`src/common/ddr_seq_pkg.sv`:
```
package ddr_seq_pkg;

	// system clock and the memory clock made from it by a divider
	localparam int CLK_PERIOD_NS = 100;
	localparam int CK_DIV        = 2;
	localparam int CK_PERIOD_NS  = CLK_PERIOD_NS * CK_DIV;

	// device timing, figures as printed
	localparam int  T_PWRUP_US = 200;
	localparam int  T_RP_NS    = 15;
	localparam int  T_RFC_NS   = 70;
	localparam int  T_RAS_NS   = 40;
	localparam real T_REFI_US  = 7.8;
	localparam real T_REFC_US  = 70.3;
	localparam int  DLL_LOCK_CK = 200;
	localparam int  T_MRD_CK    = 2;
	localparam int  MAX_POSTPONE = 8;

	// least times round up, longest times round down, never below one
	localparam int PWRUP_CK = (T_PWRUP_US * 1000 + CK_PERIOD_NS - 1)
		/ CK_PERIOD_NS;
	localparam int RP_RAW  = (T_RP_NS + CK_PERIOD_NS - 1) / CK_PERIOD_NS;
	localparam int RFC_RAW = (T_RFC_NS + CK_PERIOD_NS - 1) / CK_PERIOD_NS;
	localparam int RAS_RAW = (T_RAS_NS + CK_PERIOD_NS - 1) / CK_PERIOD_NS;
	localparam int RP_CK   = (RP_RAW < 1) ? 1 : RP_RAW;
	localparam int RFC_CK  = (RFC_RAW < 1) ? 1 : RFC_RAW;
	localparam int RAS_CK  = (RAS_RAW < 1) ? 1 : RAS_RAW;
	localparam int REFI_CK = int'($floor(T_REFI_US * 1000.0
		/ real'(CK_PERIOD_NS)));
	localparam int REFC_CK = int'($floor(T_REFC_US * 1000.0
		/ real'(CK_PERIOD_NS)));

	// counter widths
	localparam int TMR_W  = 11;
	localparam int REFI_W = 7;
	localparam int DLL_W  = 8;
	localparam int RAS_W  = 4;
	localparam int PEND_W = 4;

	// command pins {cs_n, ras_n, cas_n, we_n}
	localparam logic [3:0] CMD_NOP   = 4'h7;
	localparam logic [3:0] CMD_DESEL = 4'hf;
	localparam logic [3:0] CMD_ACT   = 4'h3;
	localparam logic [3:0] CMD_READ  = 4'h5;
	localparam logic [3:0] CMD_WRITE = 4'h4;
	localparam logic [3:0] CMD_PRE   = 4'h2;
	localparam logic [3:0] CMD_AREF  = 4'h1;
	localparam logic [3:0] CMD_LMR   = 4'h0;

	// mode register fields
	localparam int         AP_BIT             = 10;
	localparam int         DLL_RESET_BIT      = 8;
	localparam int         DLL_DISABLE_BIT    = 0;
	localparam int         DRIVE_STRENGTH_BIT = 1;
	localparam logic [1:0] BA_MODE            = 2'h0;
	localparam logic [1:0] BA_EXT_MODE        = 2'h1;

	// software register map (word index)
	localparam logic [3:0] REG_CTRL   = 4'h0;
	localparam logic [3:0] REG_MODE   = 4'h1;
	localparam logic [3:0] REG_CMD    = 4'h2;
	localparam logic [3:0] REG_STATUS = 4'h3;

	// fields of the control register
	localparam int CTRL_START   = 0;
	localparam int CTRL_DRIVE   = 1;
	localparam int CTRL_MRCLEAR = 2;
	localparam int CTRL_DLLRST  = 3;

	// user command kinds in the command register, bits [2:0]
	localparam logic [2:0] KIND_ACT   = 3'h0;
	localparam logic [2:0] KIND_READ  = 3'h1;
	localparam logic [2:0] KIND_WRITE = 3'h2;
	localparam logic [2:0] KIND_PRE   = 3'h3;

	localparam logic [12:0] MODE_RESET = 13'h0032;

	typedef enum logic [3:0] {
		S_PWRUP = 4'h0,
		S_NOP1  = 4'h1,
		S_PRE1  = 4'h3,
		S_EMR   = 4'h2,
		S_MR    = 4'h6,
		S_PRE2  = 4'h7,
		S_REF1  = 4'h5,
		S_REF2  = 4'h4,
		S_MR2   = 4'hc,
		S_IDLE  = 4'hd
	} seq_state_t;

endpackage

```
`src/design/slot_timer.sv`:
```
`timescale 1ns/1ps
module slot_timer
	import ddr_seq_pkg::*;
#(
	parameter int W = TMR_W
) (
	// clock and reset
	input  wire logic         clk,
	input  wire logic         rst,
	// control
	input  wire logic         tick,
	input  wire logic         load,
	input  wire logic [W-1:0] load_val,
	// status
	output logic              done
);

	typedef struct packed {
		logic [W-1:0] cnt;
	} tmr_state_t;

	tmr_state_t s_q;
	tmr_state_t s_d;

	generate
		if (W < 2) begin : g_chk
			$error("slot_timer width too small");
		end
	endgenerate

	// load wins over the count so a wait restarts cleanly
	always_comb begin
		s_d = s_q;
		if (load) begin
			s_d.cnt = load_val;
		end else if (tick && s_q.cnt != '0) begin
			s_d.cnt = s_q.cnt - 1'b1;
		end
	end

	always_ff @(posedge clk) begin
		if (rst) begin
			s_q <= '0;
		end else begin
			s_q <= s_d;
		end
	end

	assign done = (s_q.cnt == '0);

endmodule

```
`src/design/ddr_init_refresh_sequencer.sv`:
```
// Implementation choices: strobed register access and the register addresses.
`timescale 1ns/1ps
// Function
// - refresh at least every 70.3 us; never postpone more than eight.
// - CKE stays high from each auto refresh until its period ends.
// - auto-precharge read or write only once active-to-precharge is met.
// - after a clock change reset the DLL, wait 200 cycles before reads.
// - hold CKE low with clock running for at least 200 us.
// - raise CKE, then give at least one NOP before anything else.
// - precharge all, then only NOPs for the precharge period.
// - load extended mode: DLL enabled, drive bit chosen, upper bits zero.
// - only NOPs for the mode-register delay after every mode load.
// - load base mode with DLL reset; 200 cycles before any read.
// - second precharge all, then NOPs for the precharge period.
// - two auto refreshes, each followed by NOPs for refresh cycle time.
// - optional base mode reload with DLL reset cleared, then wait.
// - at least 15 ns from precharge to the next command.
// - at least 70 ns from auto refresh to next non-NOP command.
// - spread refreshes evenly so every row sees one each 64 ms.
module ddr_init_refresh_sequencer
	import ddr_seq_pkg::*;
#(
	parameter int PWRUP_CYC = PWRUP_CK,
	parameter int RP_CYC    = RP_CK,
	parameter int RFC_CYC   = RFC_CK,
	parameter int MRD_CYC   = T_MRD_CK,
	parameter int RAS_CYC   = RAS_CK,
	parameter int REFI_CYC  = REFI_CK,
	parameter int DLL_CYC   = DLL_LOCK_CK
) (
	// clock and reset
	input  wire logic        clk,
	input  wire logic        rst,
	// software register port
	input  wire logic [3:0]  addr,
	input  wire logic [31:0] wdata,
	input  wire logic        wr,
	input  wire logic        rd,
	output logic [31:0]      rdata,
	// memory clock and command pins
	output logic             ck,
	output logic             ck_n,
	output logic             cke,
	output logic             cs_n,
	output logic             ras_n,
	output logic             cas_n,
	output logic             we_n,
	output logic [1:0]       ba,
	output logic [12:0]      mem_addr
);

	// refuse zero waits, postponement past the longest gap, and counts the power-up, RAS, interval and DLL counters cannot hold
	generate
		if (PWRUP_CYC < 1 || PWRUP_CYC >= (1 << TMR_W)) begin : g_pw
			$error("power-up count out of range");
		end
		if (RP_CYC < 1 || RFC_CYC < 1 || MRD_CYC < 1) begin : g_w
			$error("wait counts must be at least one");
		end
		if (RAS_CYC < 1 || RAS_CYC >= (1 << RAS_W)) begin : g_ras
			$error("active-to-precharge count out of range");
		end
		if (REFI_CYC < 2 || REFI_CYC >= (1 << REFI_W)) begin : g_refi
			$error("refresh interval out of range");
		end
		if (REFI_CYC * (MAX_POSTPONE + 1) > REFC_CK) begin : g_refc
			$error("postponed refreshes would exceed the longest gap");
		end
		if (DLL_CYC < 1 || DLL_CYC >= (1 << DLL_W)) begin : g_dll
			$error("DLL lock count out of range");
		end
	endgenerate

	localparam logic [TMR_W-1:0]  PWRUP_LD = TMR_W'(PWRUP_CYC - 1);
	localparam logic [TMR_W-1:0]  RP_LD    = TMR_W'(RP_CYC - 1);
	localparam logic [TMR_W-1:0]  RFC_LD   = TMR_W'(RFC_CYC - 1);
	localparam logic [TMR_W-1:0]  MRD_LD   = TMR_W'(MRD_CYC - 1);
	localparam logic [REFI_W-1:0] REFI_TOP = REFI_W'(REFI_CYC - 1);
	localparam logic [DLL_W-1:0]  DLL_TOP  = DLL_W'(DLL_CYC);
	localparam logic [RAS_W-1:0]  RAS_TOP  = RAS_W'(RAS_CYC);
	localparam logic [PEND_W-1:0] PEND_MAX = PEND_W'(MAX_POSTPONE);

	typedef struct packed {
		seq_state_t        st;
		logic              ck;
		logic              ck_n;
		logic              cke;
		logic [3:0]        cmd;
		logic [1:0]        ba;
		logic [12:0]       ma;
		logic              go;
		logic              drive;
		logic              mr_clear;
		logic              dll_req;
		logic [12:0]       mode;
		logic              req;
		logic [2:0]        req_kind;
		logic [1:0]        req_ba;
		logic [12:0]       req_ma;
		logic [REFI_W-1:0] refi;
		logic [PEND_W-1:0] pend;
		logic [DLL_W-1:0]  dll;
		logic [RAS_W-1:0]  ras;
		logic              done;
		logic [31:0]       rdata;
	} seq_regs_t;

	seq_regs_t        s_q;
	seq_regs_t        s_d;
	logic             slot;
	logic             t_done;
	logic             t_load;
	logic [TMR_W-1:0] t_val;
	logic             read_ok;
	logic             ap_ok;
	logic             req_ok;

	slot_timer #(
		.W        (TMR_W)
	) u_wait (
		.clk      (clk),
		.rst      (rst),
		.tick     (slot),
		.load     (t_load),
		.load_val (t_val),
		.done     (t_done)
	);

	// commands change as ck falls, between the edges that sample them
	assign slot    = s_q.ck;
	assign read_ok = (s_q.dll == DLL_TOP);
	assign ap_ok   = (s_q.ras >= RAS_TOP);
	assign req_ok  = !(s_q.req_kind == KIND_READ && !read_ok)
		&& !((s_q.req_kind == KIND_READ || s_q.req_kind == KIND_WRITE)
		&& s_q.req_ma[AP_BIT] && !ap_ok);

	always_comb begin
		s_d        = s_q;
		t_load     = 1'b0;
		t_val      = '0;
		s_d.ck     = ~s_q.ck;
		s_d.ck_n   = s_q.ck;
		s_d.rdata  = '0;

		if (slot) begin
			// every slot without a command of its own is a NOP
			s_d.cmd = CMD_NOP;
			if (s_q.dll != DLL_TOP) begin
				s_d.dll = s_q.dll + 1'b1;
			end
			if (s_q.ras != RAS_TOP) begin
				s_d.ras = s_q.ras + 1'b1;
			end
			// the interval counter runs once the device is ready
			if (s_q.done) begin
				if (s_q.refi == REFI_TOP) begin
					s_d.refi = '0;
					// count past the limit, holding at all ones rather than wrapping
					if (s_q.pend != '1) begin
						s_d.pend = s_q.pend + 1'b1;
					end
				end else begin
					s_d.refi = s_q.refi + 1'b1;
				end
			end

			unique case (s_q.st)
				S_PWRUP: begin
					s_d.cke = 1'b0;
					if (!s_q.go) begin
						// the wait only starts once software says go
						t_load = 1'b1;
						t_val  = PWRUP_LD;
					end else if (t_done) begin
						s_d.cke = 1'b1;
						s_d.st  = S_NOP1;
					end
				end
				S_NOP1: s_d.st = S_PRE1;
				S_PRE1: begin
					if (t_done) begin
						s_d.cmd        = CMD_PRE;
						s_d.ma         = '0;
						s_d.ma[AP_BIT] = 1'b1;
						t_load         = 1'b1;
						t_val          = RP_LD;
						s_d.st         = S_EMR;
					end
				end
				S_EMR: begin
					if (t_done) begin
						s_d.cmd = CMD_LMR;
						s_d.ba  = BA_EXT_MODE;
						s_d.ma  = '0;
						s_d.ma[DLL_DISABLE_BIT]    = 1'b0;
						s_d.ma[DRIVE_STRENGTH_BIT] = s_q.drive;
						t_load  = 1'b1;
						t_val   = MRD_LD;
						s_d.st  = S_MR;
					end
				end
				S_MR: begin
					if (t_done) begin
						s_d.cmd = CMD_LMR;
						s_d.ba  = BA_MODE;
						s_d.ma  = s_q.mode;
						s_d.ma[DLL_RESET_BIT] = 1'b1;
						s_d.dll = '0;
						t_load  = 1'b1;
						t_val   = MRD_LD;
						s_d.st  = S_PRE2;
					end
				end
				S_PRE2: begin
					if (t_done) begin
						s_d.cmd        = CMD_PRE;
						s_d.ba         = '0;
						s_d.ma         = '0;
						s_d.ma[AP_BIT] = 1'b1;
						t_load         = 1'b1;
						t_val          = RP_LD;
						s_d.st         = S_REF1;
					end
				end
				S_REF1: begin
					if (t_done) begin
						s_d.cmd = CMD_AREF;
						t_load  = 1'b1;
						t_val   = RFC_LD;
						s_d.st  = S_REF2;
					end
				end
				S_REF2: begin
					if (t_done) begin
						s_d.cmd = CMD_AREF;
						t_load  = 1'b1;
						t_val   = RFC_LD;
						if (s_q.mr_clear) begin
							s_d.st = S_MR2;
						end else begin
							s_d.st   = S_IDLE;
							s_d.done = 1'b1;
						end
					end
				end
				S_MR2: begin
					if (t_done) begin
						s_d.cmd  = CMD_LMR;
						s_d.ba   = BA_MODE;
						s_d.ma   = s_q.mode;
						s_d.ma[DLL_RESET_BIT] = 1'b0;
						t_load   = 1'b1;
						t_val    = MRD_LD;
						s_d.st   = S_IDLE;
						s_d.done = 1'b1;
					end
				end
				S_IDLE: begin
					// the shared timer also spaces precharge and refresh
					if (t_done) begin
						if (s_q.pend >= PEND_MAX
							|| (s_q.pend != '0 && !s_q.req)) begin
							// user work may hold refresh off up to the limit
							s_d.cmd  = CMD_AREF;
							s_d.pend = s_d.pend - 1'b1;
							t_load   = 1'b1;
							t_val    = RFC_LD;
						end else if (s_q.dll_req) begin
							s_d.cmd     = CMD_LMR;
							s_d.ba      = BA_MODE;
							s_d.ma      = s_q.mode;
							s_d.ma[DLL_RESET_BIT] = 1'b1;
							s_d.dll     = '0;
							s_d.dll_req = 1'b0;
							t_load      = 1'b1;
							t_val       = MRD_LD;
						end else if (s_q.req && req_ok) begin
							s_d.req = 1'b0;
							s_d.ba  = s_q.req_ba;
							s_d.ma  = s_q.req_ma;
							unique case (s_q.req_kind)
								KIND_ACT: begin
									s_d.cmd = CMD_ACT;
									s_d.ras = '0;
								end
								KIND_READ: s_d.cmd = CMD_READ;
								KIND_WRITE: s_d.cmd = CMD_WRITE;
								default: begin
									s_d.cmd = CMD_PRE;
									t_load  = 1'b1;
									t_val   = RP_LD;
								end
							endcase
						end
					end
				end
				default: begin
					s_d.st  = S_PWRUP;
					s_d.cke = 1'b0;
				end
			endcase
		end

		// CKE never drops once raised, so it spans every refresh
		if (s_q.st != S_PWRUP) begin
			s_d.cke = 1'b1;
		end

		// register writes come last so a DLL reset write beats a same-cycle clear
		if (wr) begin
			unique case (addr)
				REG_CTRL: begin
					s_d.go       = wdata[CTRL_START];
					s_d.drive    = wdata[CTRL_DRIVE];
					s_d.mr_clear = wdata[CTRL_MRCLEAR];
					s_d.dll_req  = s_d.dll_req | wdata[CTRL_DLLRST];
				end
				REG_MODE: s_d.mode = wdata[12:0];
				REG_CMD: begin
					if (!s_q.req && s_q.done) begin
						s_d.req      = 1'b1;
						s_d.req_kind = wdata[2:0];
						s_d.req_ba   = wdata[4:3];
						s_d.req_ma   = wdata[17:5];
					end
				end
				default: ;
			endcase
		end

		if (rd) begin
			unique case (addr)
				REG_CTRL: s_d.rdata = {28'h0000000, s_q.dll_req,
					s_q.mr_clear, s_q.drive, s_q.go};
				REG_MODE: s_d.rdata = {19'h00000, s_q.mode};
				REG_CMD: s_d.rdata = {14'h0000, s_q.req_ma, s_q.req_ba,
					s_q.req_kind};
				REG_STATUS: s_d.rdata = {20'h00000, s_q.st, s_q.pend,
					1'b0, s_q.req, read_ok, s_q.done};
				default: s_d.rdata = '0;
			endcase
		end
	end

	always_ff @(posedge clk) begin
		if (rst) begin
			s_q       <= '0;
			s_q.st    <= S_PWRUP;
			s_q.ck_n  <= 1'b1;
			s_q.cmd   <= CMD_NOP;
			s_q.mode  <= MODE_RESET;
		end else begin
			s_q <= s_d;
		end
	end

	assign rdata    = s_q.rdata;
	assign ck       = s_q.ck;
	assign ck_n     = s_q.ck_n;
	assign cke      = s_q.cke;
	assign {cs_n, ras_n, cas_n, we_n} = s_q.cmd;
	assign ba       = s_q.ba;
	assign mem_addr = s_q.ma;

endmodule

```
`config.mk`:
```
export PLATFORM = sky130hd
export DESIGN_NAME = ddr_init_refresh_sequencer
export DESIGN_NICKNAME = d
export VERILOG_FILES = /design/src/common/ddr_seq_pkg.sv /design/src/design/slot_timer.sv /design/src/design/ddr_init_refresh_sequencer.sv
export SDC_FILE = /design/constraint.sdc
export NUM_CORES = 1
export LEC_CHECK = 0
export BUFFER_PORTS_ARGS = -buffer_cell sky130_fd_sc_hd__buf_4
export CORE_ASPECT_RATIO = 1.4
export CORE_MARGIN = 2
export CORE_UTILIZATION = 57
export CTS_CLUSTER_SIZE = 25
export DETAILED_ROUTE_END_ITERATION = 10
export MAX_ROUTING_LAYER = met4
export PLACE_DENSITY = 0.8
export SETUP_SLACK_MARGIN = 0.4
export SYNTH_ARGS = -nofsm -noshare
export SYNTH_HDL_FRONTEND = slang
export SYNTH_SLANG_ARGS = --single-unit
```
`constraint.sdc`:
```
create_clock -name clk -period 3 [get_ports clk]
set_input_delay 0.45 -clock clk [delete_from_list [all_inputs] [get_ports clk]]
set_output_delay 0.45 -clock clk [all_outputs]
set_load 0.02 [all_outputs]
```
==> results of run 1 <==
-- how the worst max path moves through the flow --
stage | slack [ns] | cells past startpoint | start | to
4_1_cts | 0.49 | 8 | s_q[34]$_SDFFE_PP0P_ | mem_addr[9]$_SDFFE_PP0P_
3_5_place_dp | 0.54 | 8 | s_q[34]$_SDFFE_PP0P_ | mem_addr[4]$_SDFFE_PP0P_
2_1_floorplan | 0.93 | 9 | s_q[45]$_SDFFE_PP0P_ | u_wait.s_q[0]$_SDFFE_PP0P_
6_report | 0.53 | 9 | u_wait.s_q[0]$_SDFFE_PP0P_ | u_wait.s_q[0]$_SDFFE_PP0P_
3_3_place_gp | 0.60 | 8 | s_q[34]$_SDFFE_PP0P_ | mem_addr[12]$_SDFFE_PP0P_
5_1_grt | 0.41 | 8 | s_q[34]$_SDFFE_PP0P_ | s_q[36]$_SDFFE_PP0P_
-- cell usage in the layout, fill, tap and decap left out, types with 3 or more instances in the layout --
cell	instances
nand4_1	9
clkinv_4	4
mux4_2	3
a211oi_1	5
conb_1	15
buf_4	75
xor2_1	7
nand3_1	18
nor2b_1	15
nor4_1	3
clkinvlp_4	5
dfxtp_1	111
a22oi_1	10
nand3b_1	7
or2_2	5
nand4b_1	3
mux2_2	9
nand2_1	54
a22o_1	23
ha_1	11
mux2i_1	28
a21oi_1	41
nor3_1	9
nor3b_1	4
nand2b_1	8
o21ai_0	30
clkbuf_16	17
inv_1	16
xnor2_1	9
dfxtp_2	3
and2_1	7
nor2_1	80
a31oi_1	12
and3_1	5
and3_2	3
-- cells by family after synthesis --
logic type | share of synthesized area
simple gates | 0.2277
buf+inv | 0.1026
mux | 0.07657
other cells | 0.0006186
compound gates | 0.1703
flops | 0.3765
xor+xnor | 0.02312
fa+ha+maj | 0.02270
-- power groups by stage --
stage | registers [uW] | logic [uW] | clock network [uW]
final | 1650 | 492 | 1940
after global routing | 1660 | 538 | 2000
after CTS | 1650 | 486 | 1940
after detailed placement | 1680 | 479 | 0
after global placement | 1670 | 463 | 0
after floorplan | 1660 | 390 | 0
-- worst max-delay path, stage by stage, from the launching register on --
cell and delay [ns]:
dfxtp_1 0.31, inv_1 0.09, ha_1 0.26, nor2b_1 0.32, and3_2 0.39, o311a_1 0.25
o311ai_2 0.11, buf_4 0.22, a311oi_1 0.29, a211oi_1 0.09
-- registers in the layout (all words and copies together), names as in the netlist --
name,count
ck,1
cas_n,1
we_n,1
mem_addr,13
rdata,18
u_wait.s_q,11
cke,1
ba,2
ck_n,1
ras_n,1
s_q,64
-- final cells by class --
cell class	instances	area [um^2]
fill	827	3471
multi-input combinational	488	3222
sequential	114	2286
timing repair buffer	75	563.0
clock buffer	18	439.2
tap	138	172.7
clock inverter	14	132.6
inverter	17	63.81
-- through the flow --
stage / hold WS (ns) / instance area, um^2 / worst slack [ns] / util
6_report: 0.2573 / 6879 / 0.5298 / 0.6647
5_1_grt: 0.2688 / 6879 / 0.4094 / 0.6647
4_1_cts: 0.2479 / 6870 / 0.4926 / 0.6638
2_1_floorplan: 0.4322 / 6115 / 0.9299 / -
3_3_place_gp: 0.4486 / 6299 / 0.5991 / 0.6086
3_5_place_dp: 0.4503 / 6299 / 0.5372 / 0.6086
-- per-layer routing --
layer	global-route usage	routed length, um	vias to the layer above
met5	-	0	-
met3	0.06160	836	38
li1	-	-	2434
met2	0.4784	7963	216
met4	0.1381	433	0
met1	0.2816	5903	2535
-- what timing repair did --
action,4_1_cts,5_1_grt
resized for setup,0,4
setup buffers,0,0
setup endpoints to repair,0,15
==> results.json, run 1 <==
{
  "place_congestion": 0.8979,
  "avgSynthCellArea_um2": 8.786,
  "power.density_nw_per_um2": 593.3,
  "arrival_ns": 2.76,
  "r2r_end": "u_wait.s_q[0]$_SDFFE_PP0P_",
  "rr_startpoint": "u_wait.s_q[0]$_SDFFE_PP0P_",
  "portBuffers": 64,
  "fin_crit_ns": 2.470,
  "power_frac_seq": 0.404,
  "fin_crit_sh": 0.8234,
  "slew_headroom": 0.5844,
  "drtIter0Drc": 465,
  "antenna_found_initial": 0,
  "grt_pass1_wl_mm": 24.36,
  "synthFlopType": "dfxtp_1",
  "drv_cap": 0,
  "cts-buffers-inserted": 17,
  "cts_max_path_buffers": 2,
  "rsz0062_at_grt": "false",
  "status": "complete, no violations",
  "async_flop_share": 0,
  "yosys-top-cells-count": "dfxtp_1, nor2_1, nand2_1, buf_4, a21oi_1",
  "core_um2": 10350,
  "dieArea_um2": 11490,
  "vdd_drop_max_mv": 0.4290,
  "drive_gt1_frac": 0.2094,
  "yosysTopAreaCellShare": 0.3765,
  "hpwlAfterDp_mm": 10.38,
  "final_antenna_net_count": 0,
  "synth_area_leaders": "dfxtp_1, buf_4, nor2_1, mux2i_1, a21oi_1",
  "synth_largest_area_cell": "dfxtp_1",
  "area_growth_pct": 13.48,
  "end_kind": "flop",
  "yosysWarnings": 0,
  "synth_most_common_cell": "dfxtp_1",
  "grt_max_degree": 39,
  "hold_end": "s_q[79]$_SDFFE_PP1P_",
  "synthesis.area_um2": 6062,
  "ys_seq_area_frac": 0.3765,
  "required_ns": 3.29,
  "synth_edf_count": 0,
  "reg2reg_depth": 9,
  "final_cells": 864,
  "ys_ff_latch": 114,
  "p_leak_uw": 0.002827,
  "clock_power_share": 0.475,
  "start_kind": "flop",
  "die_w_um": 91.16,
  "antenna_cells": 0,
  "cts.hold.buffers_added": 0,
  "rrSetupSlack_ns": 0.53,
  "final.setup.tns_ns": 0,
  "nNetsFinal": 764,
  "hold_viol": 0,
  "wl_per_cell_um": 17.52,
  "cts.clk_slew.worst_paths_ns": 0.06,
  "fmax_ghz": 0.4048,
  "p_sw_uw": 1152,
  "clock_skew_ns": 0.005781,
  "min-delay-start": "wdata[4]",
  "drt-vias-per-instance": 6.045,
  "ys_types": 74,
  "swShare": 0.2824,
  "crit_type": "reg2reg",
  "dp.cells": 832,
  "grt_usage": 0.2716,
  "crit_fanout": 12,
  "overflow": 0,
  "hold_path.class": "in2reg",
  "synthCells": 690,
  "vias": 5223,
  "start_util": 0.5857,
  "first_global_vias": 5113,
  "clkLatencyLatePin_ns": 0.42,
  "setup_viol": 0,
  "clkSinkCount": 114,
  "totalWireLength_mm": 15.14,
  "drc": 0,
  "pin_count": 94,
  "rows": 44,
  "worst-slew-pin-transition_ns": 0.6169,
  "finalPower_uw": 4082,
  "die_y_um": 126.0,
  "clockRootBuffer": "clkbuf_16",
  "worstHoldPathCells": 3,
  "htree_levels": 4,
  "drtPass1Iterations": 5,
  "maxSlewViolCount": 0,
  "cts_tree": "built",
  "pwr-share-comb": 0.121,
  "intPower_uw": 2929
}
(Power assumes the default switching activity.)
==> run 2, diff against run 1 <==
==> constraint.sdc (replaced) <==
create_clock -name clk -period 2.45 [get_ports clk]
set_input_delay 0.3675 -clock clk [delete_from_list [all_inputs] [get_ports clk]]
set_output_delay 0.3675 -clock clk [all_outputs]
set_load 0.02 [all_outputs]
==> run 2 against run 1 <==
Effect of this change: critical endpoint is now ba[0]$_SDFFE_PP0P_; via count increased by 6.1%; largest cell class unchanged; hold slack worse by 0.081 ns; critical path type unchanged; die area unchanged; highest routed layer unchanged.
==> results.json, run 2 (synthesis results as in run 1) <==
{
  "drtPass1Iterations": 5,
  "fmax_ghz": 0.4622,
  "power.density_nw_per_um2": 714.3,
  "postPlaceCellArea_um2": 6429,
  "drtIter0Drc": 546,
  "vdd_drop_max_mv": 0.5545,
  "antenna_cells": 0,
  "grt_pass1_wl_mm": 25.18,
  "regArea_um2": 2315,
  "fin_crit_ns": 2.164,
  "antenna_found_initial": 0,
  "final_antenna_net_count": 0,
  "final_common_cell": "buf_4",
  "top_usage_layer": "met2",
  "pin_count": 94,
  "multi_input_area_um2": 3443,
  "maxSlewViolCount": 0,
  "core_um2": 10350,
  "dieArea_um2": 11490,
  "worst-slew-pin-transition_ns": 0.5890,
  "clock_skew_ns": 0.006763,
  "final.setup.tns_ns": 0,
  "p_leak_uw": 0.003114,
  "first_global_vias": 5260,
  "arrival_ns": 2.52,
  "nNetsFinal": 812,
  "cts.clk_slew.worst_paths_ns": 0.06,
  "hpwlAfterDp_mm": 10.65,
  "grt_usage": 0.2811,
  "place_congestion": 0.9340,
  "cts.hold.buffers_added": 0,
  "rows": 44,
  "start_kind": "flop",
  "status": "complete, no violations",
  "fin_util": 0.7303,
  "clkLatencyLatePin_ns": 0.42,
  "cp_top_family": "simple AND/OR/NAND/NOR gates",
  "met1_usage": 0.2965,
  "clkSinkCount": 114,
  "design_area_um2": 7559,
  "cts-buffers-inserted": 17,
  "largest_reg_flops": 64,
  "cp_slowest_cell": "dfxtp_4",
  "rsz0062_at_grt": "true",
  "die_y_um": 126.0,
  "portBuffers": 64,
  "cp_common_cell": "buf_4",
  "drc": 0,
  "max_stage_delay_ns": 0.39,
  "start_util": 0.5857,
  "drv_cap": 0,
  "clockRootBuffer": "clkbuf_16",
  "required_ns": 2.80,
  "totalWireLength_mm": 16.49,
  "grt_max_degree": 30,
  "fillers": 730,
  "cts_max_path_buffers": 2,
  "area_growth_pct": 24.69,
  "setup_viol": 0,
  "overflow": 0,
  "crit_type": "reg2reg",
  "hold_path.class": "in2reg",
  "finalPower_uw": 5399,
  "drt-vias-per-instance": 6.076,
  "hold_viol": 0,
  "gr-usage-met2": 0.4845,
  "crit_chain": "inv_2 -> ha_2 -> nand3b_1 -> nor4b_4 -> buf_4 -> buf_4 -> nor4_4 -> nand2_1 -> a211o_1 -> a21oi_2",
  "slew_headroom": 0.6062,
  "end_kind": "flop",
  "crit_fanout": 7,
  "wl_per_cell_um": 18.08,
  "grt_use_met3": 0.06758,
  "htree_levels": 4,
  "die_w_um": 91.16,
  "regMostFlops": "s_q",
  "fin_crit_sh": 0.8832,
  "cts_tree": "built",
  "vias": 5541,
  "drive_gt1_frac": 0.3114,
  "critPathBufInv": 3,
  "final_cell_mix": "buf_4, dfxtp_1, nor2_1, nand2_1, a21oi_1",
  "fin_hold_ws_ns": 0.1763
}
## run 2: changes by cell type in the layout (fill, tap and decap cells not counted), sizes merged
| cell | delta |
|---|---|
| bufinv | +2 |
| clkinvlp | -3 |
| buf | +47 |
| clkdlybuf4s15 | +1 |
| clkinv | -1 |
| clkbuf | +2 |
## run 2: worst reg2reg max path, delay by kind of cell (launching register included)
kind,cells,cell delay [ns]
buffers and inverters,3,0.37
AND/OR/NAND/NOR,4,0.71
adder cells (fa/ha/maj),1,0.18
flip-flops,1,0.39
AO/OA/AOI/OAI,2,0.44
## run 2: area by class of cell
cell class                 count  area share
timing repair buffer         123      0.1260
clock inverter                12     0.02053
multi-input combinational    488      0.4556
clock buffer                  20     0.06042
sequential                   114      0.3062
tap                          138     0.02284
inverter                      17    0.008442
## run 2: report_power, final
part	internal [uW]	total [uW]	switching, uW
Combinational	382	831	449
Clock	1650	2550	897
Sequential	1920	2020	94.6
Total	3960	5400	1440
## run 2: repair_timing
action,CTS,global route
gates cloned,2,0
setup endpoints to repair,44,42
pin swaps,7,26
resized for setup,29,46
buffers inserted,14,15
## run 2: path summary, 6_finish.rpt
kind | startpoint | end | slack (ns) | cells after the start
worst max register to register | s_q[33]$_SDFFE_PP0P_ | ba[0]$_SDFFE_PP0P_ | 0.29 | 10
worst min-delay path | wdata[4] | s_q[79]$_SDFFE_PP1P_ | 0.18 | 3
worst min register to register | s_q[81]$_SDFFE_PP0P_ | s_q[81]$_SDFFE_PP0P_ | 0.48 | 2
worst max-delay path | s_q[33]$_SDFFE_PP0P_ | ba[0]$_SDFFE_PP0P_ | 0.29 | 10
## run 2: metal layers
metal | vias to the layer above | part of all wire
met4 | 0 | 0.053
met2 | 301 | 0.51
met5 | - | 0
li1 | 2543 | -
met3 | 86 | 0.068
met1 | 2611 | 0.37
## run 2: through the flow
step	instances	worst slack, ns
finish	912	0.2862
global route	912	0.1935
CTS	897	0.3352
detailed placement	849	0.05382
global placement	849	0.1365
floorplan	704	0.4012
